$ cat src/pkg/rcl_map.svh
//
// Contract
// - Lock indicator high when data present and locked.
// - Forced bypass holds lock indicator low.
// - Silence input low mutes both outputs.
// - Muting overrides bypass and lock state.
// - Floating silence input reads high, outputs enabled.
// - Forced bypass passes input data without retiming.
// - Auto mode bypasses when unlocked or rate unsupported.
// - Floating bypass input reads low, auto mode.
// - Lock low, unmuted: data passes unretimed.
// - Lock high, unmuted, auto: retimed data out; the code bypasses instead when the rate is unsupported.
// - Standard-rate flag high means locked at 270 Mbps.
// - Standard-rate flag registered, valid only while locked.
// - Standard-rate flag forced low while unlocked.
// - Standard-rate flag settles one period after lock.
// - Lock drops within 1 ms of input loss.
// - Clock select picks clock or data copy.
// - Floating clock select reads low, data copy.
// - Both serial outputs always driven unless muted.
// - Muted differential output holds opposite static levels.
// - Secondary clock output also muted during bypass.
// - Clock rising edge near data bit centre.
`ifndef RCL_MAP_SVH
`define RCL_MAP_SVH

// ----------------------------------------------------------------------
// Register offsets (byte addresses, one word each).
// ----------------------------------------------------------------------
`define RCL_ADDR_W 4
`define RCL_OFS_CTRL 4'h0
`define RCL_OFS_STATUS 4'h4
`define RCL_OFS_LOSS 4'h8

// ----------------------------------------------------------------------
// Control register fields and reset value.
// ----------------------------------------------------------------------
`define RCL_CTRL_W 3
`define RCL_CTRL_MUTE 0
`define RCL_CTRL_BYPASS 1
`define RCL_CTRL_CLKSEL 2
`define RCL_CTRL_RST 3'h0

// ----------------------------------------------------------------------
// Status register fields.
// ----------------------------------------------------------------------
`define RCL_ST_LOCK 0
`define RCL_ST_RATE 1
`define RCL_ST_BYPASS 2
`define RCL_ST_MUTE 3
`define RCL_ST_PLL 4
`define RCL_ST_RATEOK 5
`define RCL_ST_PRESENT 6
`define RCL_ST_CLKSEL 7

// ----------------------------------------------------------------------
// Counters and timing.
// ----------------------------------------------------------------------
`define RCL_LOSS_W 16
`define RCL_IDLE_W 20
`define RCL_LOSS_TIME_US 1000
`define RCL_CLK_MHZ 40

`endif

$ cat src/pkg/rcl_pkg.sv
package rcl_pkg;

   // Differential output pair.
   typedef struct packed {
      logic p;
      logic n;
   } rcl_diff_t;

   // Signals from the analog recovery circuit and the serial input.
   typedef struct packed {
      logic pll_locked;
      logic rate_ok;
      logic video_in;
      logic retimed_data;
      logic recovered_clk;
   } rcl_analog_t;

   // Board-level control pins.
   typedef struct packed {
      logic output_silence_n;
      logic bypass_force;
      logic second_output_clock_select;
   } rcl_pins_t;

   // State of the control block, all but the two reset-release stages.
   typedef struct packed {
      logic lock_s1;
      logic lock_s2;
      logic rate_s1;
      logic rate_s2;
      logic video_prev;
      logic [19:0] idle_cnt;
      logic present;
      logic lock_ind;
      logic rate_flag;
      logic bypass;
      logic mute;
      logic clk_sel;
      rcl_diff_t prim;
      rcl_diff_t sec;
      logic [2:0] ctrl;
      logic [15:0] loss_cnt;
      logic ack;
      logic [31:0] rdata;
   } rcl_state_t;

endpackage : rcl_pkg

$ cat src/hw/rcl_top.sv
`timescale 1ns/1ps
`include "rcl_map.svh"

module rcl_top #(
   parameter int LOSS_CYCLES = `RCL_LOSS_TIME_US * `RCL_CLK_MHZ
) (
   input wire logic clk_sys,
   input wire logic rstn,
   input rcl_pkg::rcl_analog_t analog_in,
   input rcl_pkg::rcl_pins_t pins_in,
   output rcl_pkg::rcl_diff_t primary_serial_output,
   output rcl_pkg::rcl_diff_t secondary_serial_output,
   output logic lock_indicator,
   output logic standard_rate_flag,
   input wire logic [`RCL_ADDR_W-1:0] avs_address,
   input wire logic avs_read,
   input wire logic avs_write,
   input wire logic [31:0] avs_writedata,
   input wire logic [3:0] avs_byteenable,
   output logic [31:0] avs_readdata,
   output logic avs_waitrequest
);
   import rcl_pkg::*;

   // ----------------------------------------------------------------------
   // Elaboration checks.
   // ----------------------------------------------------------------------
   // The idle counter is a fixed-width field of the state struct.
   if (LOSS_CYCLES < 1 || LOSS_CYCLES >= (1 << `RCL_IDLE_W)) begin : g_bad_loss
      $error("LOSS_CYCLES out of range for the idle counter.");
   end

   localparam logic [`RCL_IDLE_W-1:0] LOSS_LIMIT = `RCL_IDLE_W'(LOSS_CYCLES - 1);

   // ----------------------------------------------------------------------
   // Reset release.
   // ----------------------------------------------------------------------
   logic rst_s1_q;
   logic rst_s2_q;

   // Asynchronous assertion, synchronous release through two stages.
   always_ff @(posedge clk_sys or negedge rstn) begin
      if (!rstn) begin
         rst_s1_q <= 1'b0;
         rst_s2_q <= 1'b0;
      end else begin
         rst_s1_q <= 1'b1;
         rst_s2_q <= rst_s1_q;
      end
   end

   // ----------------------------------------------------------------------
   // State.
   // ----------------------------------------------------------------------
   rcl_state_t st_q;
   rcl_state_t st_d;

   // Muted pair: true side low, complement high, never toggling.
   function automatic rcl_diff_t drive_pair(input logic bit_val, input logic muted);
      rcl_diff_t r;
      r.p = muted ? 1'b0 : bit_val;
      r.n = muted ? 1'b1 : ~bit_val;
      return r;
   endfunction : drive_pair

   // Byte-lane merge for writes to software registers.
   function automatic logic [31:0] lane_merge(input logic [31:0] old_v,
                                              input logic [31:0] new_v,
                                              input logic [3:0] be);
      logic [31:0] r;
      r = old_v;
      for (int i = 0; i < 4; i++) begin
         if (be[i]) begin
            r[i*8 +: 8] = new_v[i*8 +: 8];
         end
      end
      return r;
   endfunction : lane_merge

   // ----------------------------------------------------------------------
   // Next-state logic.
   // ----------------------------------------------------------------------
   logic force_byp;
   logic retime_ok;
   logic sec_bit;
   logic sec_mute;
   logic [31:0] status_w;
   logic [31:0] ctrl_w;
   logic [31:0] rd_val;
   logic [31:0] ctrl_new;

   always_comb begin
      st_d = st_q;
      // Only the second stage is read by the logic below.
      st_d.lock_s1 = analog_in.pll_locked;
      st_d.lock_s2 = st_q.lock_s1;
      st_d.rate_s1 = analog_in.rate_ok;
      st_d.rate_s2 = st_q.rate_s1;

      // Activity watchdog: no transition for the loss time drops presence.
      st_d.video_prev = analog_in.video_in;
      if (analog_in.video_in != st_q.video_prev) begin
         st_d.idle_cnt = '0;
         st_d.present = 1'b1;
      end else if (st_q.idle_cnt >= LOSS_LIMIT) begin
         st_d.present = 1'b0;
      end else begin
         st_d.idle_cnt = st_q.idle_cnt + `RCL_IDLE_W'(1);
      end

      // Pin pads carry pull-up on silence, pull-down on bypass and select.
      force_byp = pins_in.bypass_force | st_q.ctrl[`RCL_CTRL_BYPASS];
      st_d.lock_ind = st_q.present & st_q.lock_s2 & ~force_byp;

      // Rate flag follows the lock indicator one clock later, low when unlocked.
      st_d.rate_flag = st_q.lock_ind & st_q.lock_s2 & st_q.rate_s2;

      // Retime only when locked at a supported rate and not forced.
      retime_ok = st_d.lock_ind & st_q.rate_s2;
      st_d.bypass = ~retime_ok | force_byp;

      // Mute is decided apart from the path so a path switch cannot pulse it.
      st_d.mute = ~pins_in.output_silence_n | st_q.ctrl[`RCL_CTRL_MUTE];
      st_d.clk_sel = pins_in.second_output_clock_select | st_q.ctrl[`RCL_CTRL_CLKSEL];

      // Data paths, registered together with the mute decision.
      st_d.prim = drive_pair(st_d.bypass ? analog_in.video_in : analog_in.retimed_data,
                             st_d.mute);
      // The recovered clock is already centred by the analog sampler.
      sec_bit = st_d.clk_sel ? analog_in.recovered_clk :
                (st_d.bypass ? analog_in.video_in : analog_in.retimed_data);
      sec_mute = st_d.mute | (st_d.clk_sel & st_d.bypass);
      st_d.sec = drive_pair(sec_bit, sec_mute);

      // Lock loss counter; a loss in the clearing cycle wins and the clear is lost.
      status_w = '0;
      status_w[`RCL_ST_LOCK] = st_q.lock_ind;
      status_w[`RCL_ST_RATE] = st_q.rate_flag;
      status_w[`RCL_ST_BYPASS] = st_q.bypass;
      status_w[`RCL_ST_MUTE] = st_q.mute;
      status_w[`RCL_ST_PLL] = st_q.lock_s2;
      status_w[`RCL_ST_RATEOK] = st_q.rate_s2;
      status_w[`RCL_ST_PRESENT] = st_q.present;
      status_w[`RCL_ST_CLKSEL] = st_q.clk_sel;
      ctrl_w = {29'h0000000, st_q.ctrl};
      // Merged first, then cut, since a call result cannot be part-selected.
      ctrl_new = lane_merge(ctrl_w, avs_writedata, avs_byteenable);

      // Avalon slave: one wait cycle, then answer with waitrequest low.
      st_d.ack = (avs_read | avs_write) & ~st_q.ack;
      case (avs_address)
         `RCL_OFS_CTRL: rd_val = ctrl_w;
         `RCL_OFS_STATUS: rd_val = status_w;
         `RCL_OFS_LOSS: rd_val = {16'h0000, st_q.loss_cnt};
         default: rd_val = 32'h00000000;
      endcase
      if (avs_read & ~st_q.ack) begin
         st_d.rdata = rd_val;
      end
      if (avs_write & st_q.ack) begin
         case (avs_address)
            `RCL_OFS_CTRL: st_d.ctrl = ctrl_new[`RCL_CTRL_W-1:0];
            `RCL_OFS_LOSS: st_d.loss_cnt = '0;
            default: st_d.ctrl = st_q.ctrl;
         endcase
      end
      if (st_q.lock_ind & ~st_d.lock_ind) begin
         st_d.loss_cnt = st_q.loss_cnt + `RCL_LOSS_W'(1);
      end
   end

   // ----------------------------------------------------------------------
   // State register.
   // ----------------------------------------------------------------------
   // Reset values mute both pairs so nothing toggles before release.
   always_ff @(posedge clk_sys or negedge rst_s2_q) begin
      if (!rst_s2_q) begin
         st_q <= '0;
         st_q.mute <= 1'b1;
         st_q.bypass <= 1'b1;
         st_q.prim <= 2'h1;
         st_q.sec <= 2'h1;
         st_q.ctrl <= `RCL_CTRL_RST;
      end else begin
         st_q <= st_d;
      end
   end

   // ----------------------------------------------------------------------
   // Outputs.
   // ----------------------------------------------------------------------
   assign primary_serial_output = st_q.prim;
   assign secondary_serial_output = st_q.sec;
   assign lock_indicator = st_q.lock_ind;
   assign standard_rate_flag = st_q.rate_flag;
   assign avs_readdata = st_q.rdata;
   assign avs_waitrequest = (avs_read | avs_write) & ~st_q.ack;

endmodule : rcl_top

$ cat config.mk
export PLATFORM = sky130hd
export DESIGN_NAME = rcl_top
export DESIGN_NICKNAME = d
export VERILOG_FILES = /design/src/pkg/rcl_pkg.sv /design/src/hw/rcl_top.sv
export VERILOG_INCLUDE_DIRS = /design/src /design/src/pkg
export SDC_FILE = /design/constraint.sdc
export NUM_CORES = 1
export LEC_CHECK = 0
export BUFFER_PORTS_ARGS = -buffer_cell sky130_fd_sc_hd__buf_2
export CORE_MARGIN = 1.5
export CORE_UTILIZATION = 53
export CTS_BUF_LIST = sky130_fd_sc_hd__clkbuf_16
export DETAILED_ROUTE_END_ITERATION = 10
export PLACE_DENSITY = 0.81
export SKIP_LAST_GASP = 1
export SYNTH_ARGS = -nofsm -noshare
export SYNTH_HDL_FRONTEND = slang
export SYNTH_SLANG_ARGS = --single-unit
$ cat constraint.sdc
create_clock -name clk_sys -period 3 [get_ports clk_sys]
set_input_delay 0.3 -clock clk_sys [delete_from_list [all_inputs] [get_ports clk_sys]]
set_output_delay 0.3 -clock clk_sys [all_outputs]
set_load 0.02 [all_outputs]
==> metrics <==
status finished clean; final hold slack 0.07567 ns; first-pass GRT wire length 11,590 um; Starting Density 0.5412; Final Max Slew Viols 0; CTS resizes 0; post-route cell area 4009 sq um; FILL cells 580; fin worst setup slack 0.9753 ns; Clock Path Buffers 2; I/O pin count 91; critical path data arrival time 2.27 ns; part of the cycle the worst path needs 0.6749; startpoint types flip-flop; Area Overhead vs Synth 10.25%; Finish-stage setup viols 0; vias in the first global route 2,538; max frequency 0.4939 GHz; clk_lat worst skew 0.33 ns; Post-Place Cell Area 3729 sq um; Area contributors post-synth dfrtp_1 47%, buf_4 7.4%, nand2_1 4.6%; endpoint class of the critical path flip-flop; Design Power 2.246 mW; Synth Flop Type dfrtp_1; Final GP Congestion 0.8573; core region area 6719 sq um; most frequent cell after synthesis dfrtp_1; Max-Cap Viols 0; Vias 2,637; initial antenna violation count 0; type of the worst min-delay path input pin to flip-flop; Cell Rows 30; area leader, netlist dfrtp_1; PD cells 560.1 nW/um^2; Leak Pwr 1.833 nW; Worst EP required 3.25 ns; Synth async-reset ratio 1.000; Post-DP HPWL 4825 um; synthesized flop and latch total 73; area occupied by multi-input gates 1529 sq um; FF/Latch Area 1833 sq um; clock slew at reported path FFs 0.06 ns; min cycle time layout 2.025 ns; RSZ-0062 raised after global routing no; CTS tree done; synth warn 0; placed cells 449; largest net degree at the start of global routing 31; area share of the largest cell type after synthesis 0.4749; IO buf count 42; synth cell count leaders 69 x dfrtp_1, 45 x nand2_1, 36 x buf_4; skew final 0.007516 ns; critical path peak fanout 8; Ant. Diodes 0; Crit Path Category flip-flop to flip-flop; antenna viol nets, final 0; Synth Instances 353; drt wl/cell 14.62 um; Die Y 85.83 um; H-Tree Depth 3; final core utilization 0.5966; Final Hold Vio Count 0; Non-Filler Instances 466; routed vias/inst 5.659; synthesized area 3636 sq um; CTS buffer count 9; layout cells sized above 1 0.2098; CTS sink cnt 73; final setup TNS 0 ns; slew of the pin with the lowest slew margin 0.7579 ns; drt pass-1 iters 5; post-synth cell types 50; # DRC 0; Net count, final 435; Slew headroom 0.4930; Die Area 7366 sq um; drt total wl 6812 um; EDFF count, synth 0; Root Buffer Master clkbuf_16; Starting DRT DRC Count 170; Avg Inst Size Synth 10.30 sq um; Total Routing Usage GR 0.1987; grt total ovfl 0; peak supply drop 0.4386 mV; Die W 85.83 um; register area share after synthesis 0.5038; pre-CTS setup slack 1.052 ns
-- logic make-up (layout without fill, tap and decap cells) --
family,after synthesis,count (layout),synth area share
buffers and inverters,52,70,0.09119
adder cells (fa/ha/maj),2,2,0.006881
XOR/XNOR,5,5,0.01204
flip-flops,73,73,0.5038
AO/OA/AOI/OAI,81,81,0.1511
other,2,17,0.002065
AND/OR/NAND/NOR,123,123,0.1896
multiplexers,15,15,0.04336
-- registers in the layout (all words and copies together) (netlist names) --
register,cells
rst_s2_q,1
standard_rate_flag,1
secondary_serial_output,2
avs_readdata,16
lock_indicator,1
st_d,2
st_q,44
rst_s1_q,1
ctrl_w,3
primary_serial_output,2
-- cell usage in the layout (no fill, tap or decap), types with 6 or more instances in the layout --
cell and instances:
and2_1 9, nand4_1 12, o31ai_1 7, mux2_2 6
nand2b_1 8, clkbuf_16 9, nor2_1 11, mux2i_1 9
conb_1 17, o211ai_1 6, nand2_1 45, nand3_1 7
a21oi_1 13, inv_1 7, buf_2 42, and3_1 8
dfrtp_1 68, a22oi_1 9, o21ai_0 25
-- timing repair --
item	CTS	global route
hold buffers	1	0
hold endpoints to repair	2	0
setup buffers	0	0
-- per-layer routing --
layer	up-vias	routed length (um)	global-route usage
li1	1291	-	-
met1	1263	2952	0.2454
met2	75	3445	0.3314
met3	8	326	0.05871
met4	0	89	0.07331
met5	-	0	0
-- layout make-up --
type / count / share of cell area
sequential: 73 / 0.4572
tap: 80 / 0.02497
clock inverter: 7 / 0.01124
multi-input combinational: 243 / 0.3814
clock buffer: 9 / 0.05618
timing repair buffer: 47 / 0.06242
inverter: 7 / 0.006554
-- path summary, 6_finish.rpt --
kind / startpoint / slack [ns] / to / cells past startpoint
worst max register to register: st_q[71]$_DFFE_PN0P_ / 0.98 / st_q[73]$_DFFE_PN0P_ / 4
worst min register to register: rst_s2_q$_DFF_PN0_ / 0.23 / st_q[72]$_DFFE_PN0P_ / 0
min in group asynchronous: rst_s2_q$_DFF_PN0_ / 0.23 / st_q[72]$_DFFE_PN0P_ / 0
worst max-delay path: st_q[71]$_DFFE_PN0P_ / 0.98 / st_q[73]$_DFFE_PN0P_ / 4
max in group asynchronous: rst_s2_q$_DFF_PN0_ / 1.99 / st_q[58]$_DFF_PN1_ / 1
worst min-delay path: analog_in[3] / 0.08 / st_d[83]$_DFF_PN0_ / 1
-- worst max-delay path: stages, from the launching register on --
cell and delay, ns:
dfrtp_1 0.42, nor4_1 0.41, o211ai_1 0.36, a211oi_1 0.52, mux2i_1 0.24
-- power by group --
| part | total, mW | switching, mW | internal [mW] |
|---|---|---|---|
| logic | 0.204 | 0.128 | 0.0755 |
| registers | 1.09 | 0.0563 | 1.04 |
| clock network | 0.949 | 0.394 | 0.555 |
| total | 2.25 | 0.579 | 1.67 |
Note: power is estimated with default switching activity, not from simulation.
